### config.mk
export PLATFORM = sky130hd
export DESIGN_NAME = nvic_ctrl
export DESIGN_NICKNAME = d
export VERILOG_FILES = /design/src/nvic_pkg.sv /design/src/nvic_arbiter.sv /design/src/nvic_ctrl.sv
export SDC_FILE = /design/constraint.sdc
export NUM_CORES = 1
export LEC_CHECK = 0
export ABC_AREA = 0
export ABC_CLOCK_PERIOD_IN_PS = 10600
export BUFFER_PORTS_ARGS = -buffer_cell sky130_fd_sc_hd__buf_2
export CORE_MARGIN = 3
export CORE_UTILIZATION = 45
export CTS_CLUSTER_DIAMETER = 120
export CTS_CLUSTER_SIZE = 30
export DETAILED_ROUTE_END_ITERATION = 10
export GPL_TIMING_DRIVEN = 0
export PLACE_DENSITY = 0.82
export SYNTH_ARGS = -nofsm -noshare
export SYNTH_HDL_FRONTEND = slang
export SYNTH_SLANG_ARGS = --single-unit
### constraint.sdc
create_clock -name CLOCK_I -period 10.6 [get_ports CLOCK_I]
set_input_delay 3.18 -clock CLOCK_I [delete_from_list [all_inputs] [get_ports CLOCK_I]]
set_output_delay 3.18 -clock CLOCK_I [all_outputs]
set_load 0.01 [all_outputs]
### src/nvic_pkg.sv
package nvic_pkg;
   localparam int NVIC_NUM_IRQ = 32;
   localparam int NVIC_PRIO_W = 8;
   localparam int NVIC_PRIO_PER_REG = 4;
   localparam int NVIC_NUM_PRIO_REG = 8;
   localparam int NVIC_PRIO_USED_MSB = 7;
   localparam int NVIC_PRIO_USED_LSB = 6;
   localparam int NVIC_ID_W = 5;
   localparam int NVIC_VEC_W = 6;
   localparam logic [5:0] NVIC_IRQ_VEC_BASE = 6'h10;
   localparam logic [31:0] NVIC_VTOR_BASE = 32'h0000_0000;
   localparam logic [31:0] NVIC_WORD_BYTES = 32'h0000_0004;
   localparam logic [31:0] NVIC_RST_ZERO = 32'h0000_0000;
   typedef enum logic [1:0] {
      NVIC_ST_IDLE = 2'b00,
      NVIC_ST_FETCH = 2'b01,
      NVIC_ST_SERVE = 2'b10
   } nvic_state_t;
endpackage

### src/nvic_arbiter.sv
`timescale 1ns/1ps
module nvic_arbiter
   import nvic_pkg::*;
#(
   parameter int NUM_IRQ = NVIC_NUM_IRQ
) (
   input wire logic [NUM_IRQ-1:0] cand_i,
   input wire logic [NUM_IRQ*2-1:0] level_i,
   output logic found_o,
   output logic [NVIC_ID_W-1:0] id_o,
   output logic [1:0] level_o
);
   // Lowest level wins; strict less-than keeps the lowest number on ties
   always_comb begin
      found_o = 1'b0;
      id_o = '0;
      level_o = 2'b11;
      for (int i = 0; i < NUM_IRQ; i++) begin
         if (cand_i[i] && (!found_o || level_i[i*2 +: 2] < level_o)) begin
            found_o = 1'b1;
            id_o = NVIC_ID_W'(i);
            level_o = level_i[i*2 +: 2];
         end
      end
   end
endmodule // nvic_arbiter

### src/nvic_ctrl.sv
`timescale 1ns/1ps
// Behaviour
// RULE1: Writing one to set-enable bit enables that interrupt; zeros leave it.
// RULE2: Writing one to clear-enable bit disables that interrupt; zeros leave it.
// RULE3: Both enable registers read back current enable state.
// RULE4: Disabled interrupt request still becomes pending but never activates.
// RULE5: Active interrupt stays active when disabled until reset or return.
// RULE6: Cleared enable bit blocks any new activation.
// RULE7: Set-pending ones pend, clear-pending ones unpend; zeros do nothing.
// RULE8: Both pending registers read back current pending state.
// RULE9: Clear-pending write never changes active state.
// RULE10: Eight-bit priority field per interrupt, four per 32-bit register.
// RULE11: Vector entry zero holds the initial main stack pointer.
// RULE12: Other vector entries hold handler addresses by vector number.
// RULE13: All enable, pending, priority registers sit in one mapped block.
// RULE14: Thirty-two inputs, each with one of four priority levels.
// RULE15: Each input selectable as level or pulse sensitive.
// RULE16: Vector table base fixed at address zero.
// RULE17: On acceptance the handler address is fetched from the table.
// RULE18: Activation clears pending and sets active.
// RULE19: Most urgent pending enabled wins, lowest number breaks ties.
module nvic_ctrl
   import nvic_pkg::*;
#(
   parameter int NUM_IRQ = NVIC_NUM_IRQ
) (
   input wire logic CLOCK_I,
   input wire logic SYS_RST_I,
   input wire logic CLK_EN_I,
   input wire logic [NUM_IRQ-1:0] IRQ_I,
   input wire logic [NUM_IRQ-1:0] IRQ_PULSE_MODE_I,
   input wire logic [NUM_IRQ-1:0] SET_ENABLE_I,
   input wire logic [NUM_IRQ-1:0] CLR_ENABLE_I,
   input wire logic [NUM_IRQ-1:0] SET_PEND_I,
   input wire logic [NUM_IRQ-1:0] CLR_PEND_I,
   input wire logic PRIO_WR_I,
   input wire logic [2:0] PRIO_IDX_I,
   input wire logic [31:0] PRIO_WDATA_I,
   input wire logic [2:0] PRIO_RIDX_I,
   input wire logic ACCEPT_I,
   input wire logic EXC_RETURN_I,
   input wire logic [31:0] VEC_RDATA_I,
   input wire logic VEC_RVALID_I,
   output logic [NUM_IRQ-1:0] ENABLE_O,
   output logic [NUM_IRQ-1:0] PENDING_O,
   output logic [NUM_IRQ-1:0] ACTIVE_O,
   output logic [31:0] PRIO_RDATA_O,
   output logic IRQ_REQ_O,
   output logic [NVIC_ID_W-1:0] IRQ_ID_O,
   output logic VEC_RD_O,
   output logic [31:0] VEC_ADDR_O,
   output logic HANDLER_VALID_O,
   output logic [31:0] HANDLER_ADDR_O,
   output logic SP_VALID_O,
   output logic [31:0] INITIAL_MAIN_STACK_POINTER_O
);
   logic [NUM_IRQ-1:0] enable_q, pending_q, active_q, irq_prev_q;
   logic [NUM_IRQ-1:0] enable_d, pending_d, active_d;
   logic [NUM_IRQ*2-1:0] level_q;
   logic [NVIC_ID_W-1:0] serve_id_q;
   logic boot_q;
   nvic_state_t state_q, state_d;
   logic [31:0] prio_rd_w;
   logic [NUM_IRQ-1:0] req_event_w, cand_w, take_w;
   logic found_w;
   logic [NVIC_ID_W-1:0] win_id_w;
   logic [1:0] win_lvl_w;

   function automatic logic [31:0] vec_addr(input logic [5:0] vec);
      vec_addr = NVIC_VTOR_BASE + {26'h000_0000, vec} * NVIC_WORD_BYTES; // RULE16
   endfunction

   // Level lines pend while high, pulse lines on the rising edge
   assign req_event_w = (IRQ_I & ~IRQ_PULSE_MODE_I) | (IRQ_I & ~irq_prev_q & IRQ_PULSE_MODE_I); // RULE15
   // No new activation from a disabled or already active line
   assign cand_w = pending_q & enable_q & ~active_q; // RULE6
   // Nothing is taken while the boot read of the stack seed owns the vector port
   assign take_w = (state_q == NVIC_ST_IDLE && found_w && ACCEPT_I && !boot_q) ? (NUM_IRQ'(1) << win_id_w) : '0;

   nvic_arbiter #(.NUM_IRQ(NUM_IRQ)) u_arb (
      .cand_i(cand_w),
      .level_i(level_q),
      .found_o(found_w),
      .id_o(win_id_w),
      .level_o(win_lvl_w)
   ); // RULE19

   assign enable_d = (enable_q | SET_ENABLE_I) & ~CLR_ENABLE_I; // RULE1 RULE2
   // Hardware set wins over a software clear in the same cycle
   assign pending_d = ((pending_q & ~CLR_PEND_I) | SET_PEND_I | req_event_w) & ~take_w; // RULE4 RULE7 RULE18
   // Only returns clear active; enables and pend clears never touch it
   assign active_d = (active_q | take_w)
                     & ~((EXC_RETURN_I && state_q == NVIC_ST_SERVE) ? (NUM_IRQ'(1) << serve_id_q) : '0); // RULE5 RULE9

   // Only the top two bits of each byte are kept: four levels
   always_comb begin
      prio_rd_w = '0;
      for (int k = 0; k < NVIC_PRIO_PER_REG; k++) begin
         prio_rd_w[k*NVIC_PRIO_W + NVIC_PRIO_USED_LSB +: 2] = level_q[(PRIO_RIDX_I*4 + k)*2 +: 2]; // RULE10
      end
   end

   always_comb begin
      state_d = state_q;
      unique case (state_q)
         NVIC_ST_IDLE: begin
            if (|take_w) begin
               state_d = NVIC_ST_FETCH;
            end
         end
         NVIC_ST_FETCH: begin
            if (VEC_RVALID_I) begin
               state_d = NVIC_ST_SERVE;
            end
         end
         NVIC_ST_SERVE: begin
            if (EXC_RETURN_I) begin
               state_d = NVIC_ST_IDLE;
            end
         end
         default: state_d = NVIC_ST_IDLE;
      endcase
   end

   always_ff @(posedge CLOCK_I or posedge SYS_RST_I) begin
      if (SYS_RST_I) begin
         enable_q <= '0;
         pending_q <= '0;
         active_q <= '0;
         irq_prev_q <= '0;
         level_q <= '0;
         state_q <= NVIC_ST_IDLE;
         serve_id_q <= '0;
         boot_q <= 1'b1;
      end else if (CLK_EN_I) begin
         enable_q <= enable_d;
         pending_q <= pending_d;
         active_q <= active_d;
         irq_prev_q <= IRQ_I;
         state_q <= state_d;
         if (|take_w) begin
            serve_id_q <= win_id_w;
         end
         if (boot_q && VEC_RVALID_I) begin
            boot_q <= 1'b0;
         end
         if (PRIO_WR_I) begin
            for (int k = 0; k < NVIC_PRIO_PER_REG; k++) begin
               level_q[(PRIO_IDX_I*4 + k)*2 +: 2] <=
                  PRIO_WDATA_I[k*NVIC_PRIO_W + NVIC_PRIO_USED_LSB +: 2]; // RULE10 RULE13 RULE14
            end
         end
      end
   end

   // Registered outputs
   always_ff @(posedge CLOCK_I or posedge SYS_RST_I) begin
      if (SYS_RST_I) begin
         ENABLE_O <= '0;
         PENDING_O <= '0;
         ACTIVE_O <= '0;
         PRIO_RDATA_O <= NVIC_RST_ZERO;
         IRQ_REQ_O <= 1'b0;
         IRQ_ID_O <= '0;
         VEC_RD_O <= 1'b0;
         VEC_ADDR_O <= NVIC_VTOR_BASE;
         HANDLER_VALID_O <= 1'b0;
         HANDLER_ADDR_O <= NVIC_RST_ZERO;
         SP_VALID_O <= 1'b0;
         INITIAL_MAIN_STACK_POINTER_O <= NVIC_RST_ZERO;
      end else if (CLK_EN_I) begin
         ENABLE_O <= enable_d; // RULE3
         PENDING_O <= pending_d; // RULE8
         ACTIVE_O <= active_d;
         PRIO_RDATA_O <= prio_rd_w;
         IRQ_REQ_O <= found_w && state_q == NVIC_ST_IDLE && !boot_q;
         IRQ_ID_O <= win_id_w;
         HANDLER_VALID_O <= 1'b0;
         SP_VALID_O <= 1'b0;
         if (boot_q) begin
            VEC_RD_O <= !VEC_RVALID_I;
            VEC_ADDR_O <= vec_addr(6'h00); // RULE11
            if (VEC_RVALID_I) begin
               SP_VALID_O <= 1'b1;
               INITIAL_MAIN_STACK_POINTER_O <= VEC_RDATA_I; // RULE11
            end
         end else if (|take_w) begin
            VEC_RD_O <= 1'b1;
            VEC_ADDR_O <= vec_addr(NVIC_IRQ_VEC_BASE + {1'b0, win_id_w}); // RULE12 RULE17
         end else if (state_q == NVIC_ST_FETCH && VEC_RVALID_I) begin
            VEC_RD_O <= 1'b0;
            HANDLER_VALID_O <= 1'b1;
            HANDLER_ADDR_O <= VEC_RDATA_I; // RULE17
         end
      end
   end
endmodule // nvic_ctrl

# [Word level (Yosys, flattened, before mapping)]
# Cells that the tools add are included.
[totals] register_bits=313 elab_cells=329 input_bits=269 out_inout_bits=233
[classes] n_bitwise=23 add_sub_neg=11 eq_ne=5 shift=14 n_mux=114 reduce_logical=114 order_cmp=31
[ops] operator="bitwise AND 32 bit" count=9
[ops] operator="bitwise mux 64 bit" count=4
[ops] operator="variable shift 2 x 34 -> 64 bit (first input constant)" count=4
[ops] operator="indexed part select 2 x 34 -> 64 bit" count=4
[ops] operator="inverter 32 bit" count=7
[ops] operator="indexed part select 64 x 8 -> 2 bit" count=3
[ops] operator="bitwise OR 32 bit" count=5
[ops] operator="two-way mux 32 bit" count=4
[ops] operator="negator 7 -> 34 bit" count=3
[ops] operator="two-way mux 5 bit" count=16
[ops] operator="two-way mux 2 bit" count=36
[ops] operator="indexed part select 64 x 7 -> 2 bit" count=1
[ops] operator="<< shifter 1 x 5 -> 32 bit (first input constant)" count=2
[ops] operator="< comparator 2 bit" count=31
[ops] operator="two-way mux 1 bit" count=41
[ops] operator="logical AND 1 bit" count=38
[ops] operator="negator 6 -> 34 bit" count=1
[ops] operator="logical NOT 1 bit" count=33
[ops] operator="two-way mux 4 bit" count=8
[ops] operator="OR reduction 32 bit" count=1
[ops] operator="logical OR 1 bit" count=31
[ops] operator="adder 5 x 2 -> 6 bit (second input constant)" count=4
[ops] operator="adder 5 x 1 -> 6 bit (second input constant)" count=2
[ops] operator="two-way mux 3 bit" count=4
[ops] operator="13 further kinds" count=20

# [Logic depth before layout (Yosys ltp)]
# Gate-level depths: netlist of run 1.
[logic_depth] ltp_word=134 depth_mapped=35 depth_no_buf=31

# [Cells and area by module]
# From an unflattened synthesis of run 1, not the netlist that was laid out.
[hier_totals] cells_unflattened=1749 hier_area_um2=16214.3
[by_module_without_submodules] module="nvic_ctrl" area_each_um2=12791.0 instances=1 seq_area_each_um2=7183.1 cells_per_inst=1169
[by_module_without_submodules] module="nvic_arbiter" area_each_um2=3423.3 instances=1 seq_area_each_um2=0.0 cells_per_inst=580

# [Worst setup path before layout of run 1]
# Ideal clock, no wire load.
[synth_timing] path_type="flip-flop to flip-flop" from="reg, netlist name ENABLE_O[3]" to="reg ACTIVE_O[18]" t_required_ns=10.477 arrival_time_ns=7.623 stages_incl_launch_ff=35 synth_period_minus_slack_ns=7.746 slack_ns=2.854 path_cell_list="dfrtp_1 and4bb_1 or4_4 buf_6 or4_1 buf_2 or3_4 or2_1 a21oi_2 nand2_1 and2_4 o32ai_4 nor2_1 a221oi_2 o31a_2 a21boi_2 o211a_1 o21ai_1 and2_1 mux2i_1 ha_1 or2_2 a21oi_1 nand2b_1 a21oi_1 ha_1 nor4_1 o31a_1 o21a_1 nor3_2 and4_1 buf_4 and2_1 buf_4 o221a_1"
[synth_rtl] element="to (signal assigned)" line="nvic_ctrl.sv:174" source="ACTIVE_O <= active_d;"
[synth_rtl] element="to (decl)" line="nvic_ctrl.sv:46" source="output logic [NUM_IRQ-1:0] ACTIVE_O,"

==> metrics.txt, run 1 <==
startpoint of the lowest-slack hold path HANDLER_VALID_O; number of buffers created by CTS 13; top-count cell post-synth sky130_fd_sc_hd__dfrtp_1; Data required, critical path between 10000 and 15000 ps; top routing layer in use met5; Clk Tree Root Cell sky130_fd_sc_hd__clkbuf_16; Power per Cell Area just over 200 nW/um^2; number of synthesized flops with an enable pin 0; post-detailed-route wirelength per cell 24.0 um; dominant synthesized flop cell sky130_fd_sc_hd__dfrtp_1; number of pins with negative max-slew slack in the final report 0; clock-pin slew on the worst setup and hold paths roughly 110 ps; register bit count reported by yosys around 290; Reg2Reg Launch Point PENDING_O[0]; first-pass GRT wire length between 90 and 100 mm; cell accounting for the most synthesized area sky130_fd_sc_hd__dfrtp_1; ys async rst share 100%; Residual DRC 0; pin count of the biggest net entering global routing 45; period utilization 89.6%; die width 196 um; Post-CTS Hold Buffers 0; initial antenna violation count 12; CTS-repair resized insts 0; Worst Hold End HANDLER_VALID_O; number of placed I/O pins about 500; count of buffers from port buffering 424; layout cell share with drive strength beyond 1 31.8%; setup TNS 0 ps; global placement routability congestion 0.972; post-detailed-route count of antenna-violating nets 0; initial cell density of the core between 40% and 50%; cell type of the slowest stage on the worst timing path sky130_fd_sc_hd__nor3_1; pin slew with the least headroom to its limit 1120 ps; Global Route Usage Sum approximately a third; maximum buffer depth of the clock tree 3; share of the synthesized area in the top cell type 44.0%; First-pass DRT Iterations 6; clock insertion delay at the later pin of the skew report 520 ps; clock tree from TritonCTS done; # fillers ~3100; Fin Clk Skew 27.7 ps; vias 16064; Final Net Count 2479; layout-stage area growth over the synthesis result 20.9%; Post-Syn Area per Cell 9.52 sq um; Final HPWL DP 52.3 mm; Ys Warns 0; outcome finished, final reports clean; area of the placeable core 35100 sq um; Hold/Removal Path Class register to register; fmax 105 MHz; highest cell delay on the worst timing path 910 ps; flop2flop setup slack 1100 ps; cell depth of the worst min-delay path 1; routed metal-1 wire length 24.1 mm; vias per cell around 6.0; met2 wire length 31.2 mm; biggest fanout along the worst timing path 10; H-tree depth 1; shortest clock period the worst path allows after layout between 9000 and 10000 ps; worst slew slack as a fraction of its limit about a quarter; endpoint kind of the worst setup timing path register; number of setup violations in the final report 0; iteration-0 DRC count of the detailed router 1653; y dimension of the die 196 um; Distinct cells, synth 102; cell count after synthesis 1707; Final Hold Fails 0; Total Routed Length 64.0 mm; maxcap violations 0; arrival time at the worst endpoint between 9000 and 10000 ps; buffers inserted by post-CTS timing repair 0; post-synth design cell area about 16000 sq um; classification of the worst setup path register to register; area enclosed by the die boundary 38400 sq um; Core Rows 68; DR WL met3 5.72 mm; via count of the first global-routing pass approximately 16000; CP startpoint kind register; dominant cells by area after synthesis sky130_fd_sc_hd__dfrtp_1 44%, sky130_fd_sc_hd__mux2_2 7.8%, sky130_fd_sc_hd__nand2_1 5.3%, sky130_fd_sc_hd__a21oi_1 4.4%, sky130_fd_sc_hd__o21ai_0 3.6%; worst setup slack after layout 1100 ps; count of clock tree sinks 287; largest vdd supply drop between 150 and 200 uV; placement-stage worst setup slack approximately 1400 ps; most used standard cells in the synthesized netlist 286 x sky130_fd_sc_hd__dfrtp_1, 231 x sky130_fd_sc_hd__nand2_1, 142 x sky130_fd_sc_hd__a21oi_1; sequential area share after synthesis 44.2%; number of cells on the worst reg-to-reg path 32; residual overflow from global routing 0; static power due to leakage roughly 9.4 nW; setup repair after global routing missed its margin false; Reg-to-Reg End PENDING_O[5]
-- worst max-delay path by stage --
stage	start	end	slack, ps	depth (start not counted)
finish	PENDING_O[0]	PENDING_O[5]	1100	32
global route	PENDING_O[0]	ACTIVE_O[14]	630	31
CTS	PENDING_O[0]	PENDING_O[21]	1320	32
detailed placement	PENDING_O[0]	PENDING_O[5]	1370	32
global placement	PENDING_O[0]	PENDING_O[21]	1460	32
floorplan	ENABLE_O[3]	ACTIVE_O[18]	2850	34
-- placed cells by master (no fill, tap or decap), drive strengths merged, types with 8 or more instances in the layout --
cell    Yosys  routed
o21ai     138     138
a21oi     144     144
a21o       16      16
a22o       16      16
nor2b      11      11
buf        70     501
nor3       30      30
nor4        9       9
a21boi      8       8
ha          8       8
nand4      15      15
nand2     231     231
or3         8       8
mux2i       9       9
mux4       16      16
nor4bb      9       9
o21a       12      12
nor2      114     114
or4         8       8
and3       21      21
o31ai       9       9
clkbuf     41      58
nand2b     13      13
a221oi     26      26
o22ai      12      12
nand3      40      40
and2       16      16
inv        58      57
nand3b     22      22
o21bai      8       8
conb        1      50
dfrtp     286     286
a211oi     21      21
or2        18      18
o211ai      9       9
mux2      113     113
diode       0       9
a31oi      26      26
-- per-stage QoR --
step                      instances  total power, W  cell area, sq um  util [%]  hold slack [ps]
after detailed placement       2642         0.00335             19300      55.0              468
after global routing           2667         0.00418             19600      56.1              528
after floorplan                1756         0.00259             16400         -              466
after global placement         2635         0.00332             19100      54.6              462
after CTS                      2660         0.00395             19600      56.0              497
final                          2669         0.00398             19700      56.1              497
-- worst max-delay path: cells and delay by family (launching register included) --
| family | cells | cell delay [ps] |
|---|---|---|
| fa+ha+maj | 2 | 430 |
| flops | 1 | 600 |
| mux | 1 | 240 |
| buf+inv | 1 | 150 |
| simple gates | 11 | 3460 |
| compound gates | 17 | 4440 |
-- final cells by class --
class                      count  area [sq um]  share of cell area (%)
antenna                        9          22.5                   0.115
buffer                       111           639                    3.25
clock buffer                  17           340                    1.73
clock inverter                 1          16.3                  0.0828
inverter                      58           221                    1.13
multi-input combinational   1300          8400                    42.7
sequential                   287          7180                    36.5
tap                          455           569                    2.90
timing repair buffer         431          2260                    11.5
-- power breakdown --
| group | total, W | internal (W) | leakage [nW] | switching (W) |
|---|---|---|---|---|
| registers | 0.00158 | 0.00131 | 3.58 | 0.000272 |
| logic | 0.00180 | 0.000684 | 5.60 | 0.00112 |
| clock network | 0.000597 | 0.000233 | 0.172 | 0.000364 |
-- routing by layer --
metal / track usage (%) / up-vias
met5: 0 / -
li1: - / 7154
met1: 39.6 / 7893
met4: 13.7 / 4
met3: 6.49 / 145
met2: 54.0 / 868
-- cells by family (layout without fill, tap and decap cells) --
kind of cell               count (synthesis)  in the layout  synth area share (%)
adders and majority gates                 10             10                 0.739
buffers and inverters                    169            618                  5.27
other                                      1             59                0.0231
and+or+nand+nor                          588            588                  18.2
muxes                                    138            138                  10.6
DFF                                      287            287                  44.2
AOI/OAI and AO/OA                        514            514                  21.0
-- state kept, by name (all words and copies together) (netlist names) --
signal                        cells
level_q                          64
ACTIVE_O                         32
ENABLE_O                         32
HANDLER_ADDR_O                   32
INITIAL_MAIN_STACK_POINTER_O     32
PENDING_O                        32
irq_prev_q                       32
PRIO_RDATA_O                      8
VEC_ADDR_O                        6
IRQ_ID_O                          5
serve_id_q                        5
state_q                           2
HANDLER_VALID_O                   1
IRQ_REQ_O                         1
SP_VALID_O                        1
VEC_RD_O                          1
boot_q                            1
(Power assumes the default switching activity.)
==> run 2: changes to the inputs <==
--- a/config.mk
+++ b/config.mk
@@ -8,6 +8,7 @@
 export ABC_AREA = 0
 export ABC_CLOCK_PERIOD_IN_PS = 10600
 export BUFFER_PORTS_ARGS = -buffer_cell sky130_fd_sc_hd__buf_2
+export CAP_MARGIN = 20
 export CORE_MARGIN = 3
 export CORE_UTILIZATION = 45
 export CTS_CLUSTER_DIAMETER = 120
@@ -17,4 +18,5 @@
 export PLACE_DENSITY = 0.82
 export SYNTH_ARGS = -nofsm -noshare
 export SYNTH_HDL_FRONTEND = slang
+export SYNTH_HIERARCHICAL = 1
 export SYNTH_SLANG_ARGS = --single-unit
==> run 2 against run 1 <==
Core utilization about the same. Flip-flop and latch count is the same. Register-to-register slack improved by 40 ps. Worst hold slack better by 22 ps. First-iteration DRC count decreased by 7.7%. Maximum frequency up 0.47%. Non-clock buffer count rose by 3. Clock skew rose by 9.0 ps. Critical path depth up 1. Die area down 0.41%. Critical path type unchanged. Largest cell class unchanged. Highest routed layer unchanged.
==> metrics.txt, run 2 <==
overall power consumption 0.00384 W (-3.7%); classification of the worst setup path register to register; Global Route Usage Sum 30.8% (-0.99 points); arrival time at the worst endpoint 9870 ps (+20 ps); biggest fanout along the worst timing path 10 (unchanged); count of buffers from port buffering 424 (unchanged); Finished Layout Cells 2713 (+1.6%); residual overflow from global routing 0 (unchanged); portion of total power attributed to sequential cells 40.3% (+0.6 points); Final HPWL DP 50.0 mm (-4.4%); Residual DRC 0 (unchanged); initial cell density of the core 46.3% (-0.084 points); area enclosed by the die boundary 38300 sq um (-0.41%); top register by number of flip-flops level_q; global placement routability congestion 0.953 (-1.9%); period utilization 89.2% (-0.41 points); buffers inserted by post-CTS timing repair 0 (unchanged); Fin Clk Skew 36.7 ps (+9.02 ps); shortest clock period the worst path allows after layout 9450 ps (-43.9 ps); Final Net Count 2518 (+1.6%); total internal power 0.00221 W (-0.77%); outcome finished, final reports clean; area of the placeable core 35000 sq um (-0.24%); y dimension of the die 196 um (-0.20%); vias 15992 (-0.45%); Ys Warns 6 (+6); Final Hold Fails 0 (unchanged); Total Routed Length 62.2 mm (-2.8%); H-tree depth 1 (unchanged); highest cell delay on the worst timing path 610 ps (-300 ps); Core Rows 68 (unchanged); First-pass DRT Iterations 7 (+1); Hold/Removal Path Class register to register; Power per Cell Area 196 nW/um^2 (-3.4%); count of clock tree sinks 287 (unchanged); net switching share of the total power 42.4% (-1.7 points); flop2flop setup slack 1150 ps (+40 ps); worst slew slack as a fraction of its limit 16.9% (-7.6 points); largest vdd supply drop 176 uV (+15%); post-synth design cell area 16200 sq um (-0.42%); via count of the first global-routing pass 15728 (+0.20%); maxcap violations 0 (unchanged); number of pins with negative max-slew slack in the final report 0 (unchanged); final core utilization 56.1% (about the same); most frequent cell on the critical path sky130_fd_sc_hd__nor2_1; layout-stage area growth over the synthesis result 21.1%; initial antenna violation count 14 (+2); clock-pin slew on the worst setup and hold paths 120 ps (about the same); Post-Syn Area per Cell 9.28 sq um (-2.6%); setup TNS 0 ps (unchanged); post-detailed-route count of antenna-violating nets 0 (unchanged); GRT met3 Usage 6.71% (+0.22 points); most utilized layer in the global route result met2; die width 196 um (-0.20%); maximum buffer depth of the clock tree 3 (unchanged); placement-stage worst setup slack 1660 ps (+288 ps); number of placed I/O pins 502 (unchanged); static power due to leakage 9.53 nW (+1.8%); flip-flop count of the largest register, all copies and words added 64 (unchanged); Data required, critical path 11020 ps (+70 ps); cell type of the slowest stage on the worst timing path sky130_fd_sc_hd__nor2_1; most common library cell in the layout ignoring fill and taps sky130_fd_sc_hd__buf_2; clock tree from TritonCTS done; CTS-repair resized insts 0 (unchanged); switching power 0.00163 W (-7.3%); cell count after synthesis 1745 (+2.2%); setup repair after global routing missed its margin false; endpoint kind of the worst setup timing path register; iteration-0 DRC count of the detailed router 1526 (-7.7%); layout cell share with drive strength beyond 1 29.6% (-2.2 points); number of setup violations in the final report 0 (unchanged); met2 Track Usage GR 51.1% (-2.9 points); CP startpoint kind register; first-pass GRT wire length 92.6 mm (-2.1%); Post-CTS Hold Buffers 0 (unchanged); most frequent cells in the layout 442 x sky130_fd_sc_hd__buf_2, 286 x sky130_fd_sc_hd__dfrtp_1, 227 x sky130_fd_sc_hd__nand2_1; met1 Track Usage GR 39.0% (-0.62 points); pin count of the biggest net entering global routing 45 (unchanged); clock insertion delay at the later pin of the skew report 520 ps (about the same); number of buffers created by CTS 13 (unchanged); vias per cell 5.89 (-2.1%); Clock power frac 15.5% (+0.5 points); pin slew with the least headroom to its limit 1250 ps (+122 ps); fmax 106 MHz (+0.47%); combinational power share 44.1% (-1.2 points); Clk Tree Root Cell sky130_fd_sc_hd__clkbuf_16; post-detailed-route wirelength per cell 22.9 um (-4.4%); Post-Place Cells 2681 (+1.5%); worst setup slack after layout 1150 ps (+43.9 ps)
run 2: layer usage:
metal	routed length, um	share of wire, %
met5	7	0.011
met2	29700	48
met1	23700	38
met4	2910	4.7
met3	5850	9.4
run 2: worst paths after layout:
kind,end,startpoint,cells past startpoint
max,ACTIVE_O[16],PENDING_O[0],33
min,INITIAL_MAIN_STACK_POINTER_O[22],INITIAL_MAIN_STACK_POINTER_O[22],1
max reg2reg,ACTIVE_O[16],PENDING_O[0],33
min reg2reg,INITIAL_MAIN_STACK_POINTER_O[22],INITIAL_MAIN_STACK_POINTER_O[22],1
max in group asynchronous,ENABLE_O[27],SYS_RST_I,6
min in group asynchronous,ACTIVE_O[8],SYS_RST_I,2
run 2: power by group through the flow:
stage	Combinational [W]	Sequential [W]	Clock (W)
floorplan	0.000954	0.00157	0
global placement	0.00160	0.00154	0
detailed placement	0.00165	0.00155	0
CTS	0.00166	0.00154	0.000596
global route	0.00181	0.00157	0.000630
finish	0.00169	0.00155	0.000596
run 2: critical path: cells and delay by family (launching register included):
kind                     cells  cell delay (ps)
AO/OA/AOI/OAI               19             5550
AND/OR/NAND/NOR             11             2820
flip-flops                   1              410
multiplexers                 1              230
adder cells (fa/ha/maj)      1              180
buffers and inverters        1              150
run 2: cell type report:
class	count	area, sq um
fill	3106	15400
multi-input combinational	1328	8290
sequential	287	7180
timing repair buffer	432	2270
buffer	113	647
tap	455	569
clock buffer	17	340
inverter	66	251
antenna	14	35.0
clock inverter	1	16.3
run 2: metrics by stage:
stage | area (sq um) | hold slack [ps]
3_3_place_gp | 19100 | 484
6_report | 19600 | 519
4_1_cts | 19600 | 515
5_1_grt | 19600 | 533
3_5_place_dp | 19200 | 489
2_1_floorplan | 16400 | 472
==> run 3: changes to the inputs <==
--- a/config.mk
+++ b/config.mk
@@ -7,7 +7,7 @@
 export LEC_CHECK = 0
 export ABC_AREA = 0
 export ABC_CLOCK_PERIOD_IN_PS = 10600
-export BUFFER_PORTS_ARGS = -buffer_cell sky130_fd_sc_hd__buf_2
+export BUFFER_PORTS_ARGS = -buffer_cell sky130_fd_sc_hd__clkbuf_2
 export CAP_MARGIN = 20
 export CORE_MARGIN = 3
 export CORE_UTILIZATION = 45
==> run 3 against run 2 <==
Die area did not move. Worst hold slack worse by 3.0 ps. Clock skew shrank 19 ps. Final cell count shrank 0.18%.
==> metrics.txt, run 3 (synthesis results as in run 2) <==
initial antenna violation count 8 (-6); worst slew slack as a fraction of its limit 16.2% (-0.78 points); buffers inserted by post-CTS timing repair 0 (unchanged); vias 16110 (+0.74%); period utilization 87.7% (-1.4 points); count of clock tree sinks 287 (unchanged); H-tree depth 1 (unchanged); Global Route Usage Sum 31.1% (+0.22 points); residual overflow from global routing 0 (unchanged); initial cell density of the core 46.3% (unchanged); setup TNS 0 ps (unchanged); endpoint kind of the worst setup timing path register; Total Routed Length 62.8 mm (+1.0%); flip-flop count of the largest register, all copies and words added 64 (unchanged); # fillers 3126 (+0.64%); highest cell delay on the worst timing path 630 ps (+20 ps); static power due to leakage 9.56 nW (+0.32%); number of buffers created by CTS 13 (unchanged); first-pass GRT wire length 92.9 mm (+0.37%); area enclosed by the die boundary 38300 sq um (unchanged); top register by number of flip-flops level_q; number of setup violations in the final report 0 (unchanged); most frequent cell on the critical path sky130_fd_sc_hd__nor2_1; via count of the first global-routing pass 15914 (+1.2%); pin slew with the least headroom to its limit 1260 ps (+11.6 ps); most frequent cells in the layout 425 x sky130_fd_sc_hd__clkbuf_2, 286 x sky130_fd_sc_hd__dfrtp_1, 227 x sky130_fd_sc_hd__nand2_1; area of the placeable core 35000 sq um (unchanged); CP startpoint kind register; First-pass DRT Iterations 6 (-1); number of placed I/O pins 502 (unchanged); Final HPWL DP 50.7 mm (+1.3%); cell type of the slowest stage on the worst timing path sky130_fd_sc_hd__or3b_1; post-detailed-route count of antenna-violating nets 0 (unchanged); layout cell share with drive strength beyond 1 29.7% (+0.076 points); Final Net Count 2519 (+0.040%); Fin Clk Skew 17.2 ps (-19.5 ps); post-detailed-route wirelength per cell 23.2 um (+1.2%); most common library cell in the layout ignoring fill and taps sky130_fd_sc_hd__clkbuf_2; Post-CTS Hold Buffers 0 (unchanged); setup repair after global routing missed its margin false; clock-pin slew on the worst setup and hold paths 120 ps (about the same); Core Rows 68 (unchanged); global placement routability congestion 0.953 (about the same); classification of the worst setup path register to register; fmax 108 MHz (+1.6%); Power per Cell Area 197 nW/um^2 (+0.43%); Hold/Removal Path Class register to register; y dimension of the die 196 um (unchanged); iteration-0 DRC count of the detailed router 1571 (+2.9%); number of pins with negative max-slew slack in the final report 0 (unchanged); CTS-repair resized insts 0 (unchanged); Residual DRC 0 (unchanged); clock tree from TritonCTS done; die width 196 um (unchanged); clock insertion delay at the later pin of the skew report 500 ps (-20 ps); outcome finished, final reports clean; maximum buffer depth of the clock tree 3 (unchanged); maxcap violations 0 (unchanged); count of buffers from port buffering 424 (unchanged); vias per cell 5.95 (+0.92%); layout-stage area growth over the synthesis result 21.0% (about the same); Clk Tree Root Cell sky130_fd_sc_hd__clkbuf_16; largest vdd supply drop 177 uV (+0.37%); final core utilization 56.0% (about the same); Data required, critical path 11030 ps (about the same); biggest fanout along the worst timing path 10 (unchanged); shortest clock period the worst path allows after layout 9300 ps (-153 ps); pin count of the biggest net entering global routing 44 (-2.2%); Final Hold Fails 0 (unchanged); arrival time at the worst endpoint 9730 ps (-140 ps)
run 3: area by class of cell:
cell class / count / area (sq um) / share of cell area [%]
antenna: 8 / 20.0 / 0.102
buffer: 113 / 647 / 3.30
clock buffer: 16 / 337 / 1.72
clock inverter: 2 / 16.3 / 0.0830
inverter: 66 / 251 / 1.28
multi-input combinational: 1328 / 8290 / 42.3
sequential: 287 / 7180 / 36.7
tap: 455 / 569 / 2.91
timing repair buffer: 433 / 2270 / 11.6
run 3: worst max-delay path, delay by kind of cell (launching register included):
kind / cells / cell delay, ps
buffers and inverters: 1 / 150
adder cells (fa/ha/maj): 1 / 190
AO/OA/AOI/OAI: 18 / 5140
multiplexers: 1 / 230
flip-flops: 1 / 400
AND/OR/NAND/NOR: 12 / 3120
run 3: final timing paths:
kind,startpoint,to,slack [ps],cells past startpoint
worst min-delay path,HANDLER_ADDR_O[26],HANDLER_ADDR_O[26],520,1
min in group asynchronous,SYS_RST_I,irq_prev_q[0],2860,2
worst max-delay path,ENABLE_O[0],ACTIVE_O[17],1300,33
max in group asynchronous,SYS_RST_I,PENDING_O[16],6320,6
worst max register to register,ENABLE_O[0],ACTIVE_O[17],1300,33
worst min register to register,HANDLER_ADDR_O[26],HANDLER_ADDR_O[26],520,1
run 3: power breakdown:
part | total, W | switching [W] | internal (W)
Sequential | 0.00155 | 0.000234 | 0.00132
Combinational | 0.00170 | 0.00104 | 0.000656
Clock | 0.000600 | 0.000367 | 0.000233
Total | 0.00385 | 0.00164 | 0.00221
run 3: per-stage QoR:
stage               hold WS, ps  instances  setup WS [ps]  power, W  instance area [sq um]
floorplan                   472       1794           3350   0.00252                  16400
global placement            484       2673           1930   0.00315                  19100
detailed placement          491       2682           1650   0.00321                  19200
CTS                         517       2700           1620   0.00380                  19600
global route                528       2708            787   0.00403                  19600
finish                      516       2708           1300   0.00385                  19600
run 3: per-layer routing:
| metal | vias to the layer above | GRT usage [%] | wire (um) |
|---|---|---|---|
| met5 | - | 0 | 0 |
| met4 | 0 | 13.6 | 3050 |
| met3 | 151 | 6.59 | 6180 |
| met2 | 961 | 51.9 | 30200 |
| met1 | 7846 | 39.0 | 23400 |
| li1 | 7152 | - | - |
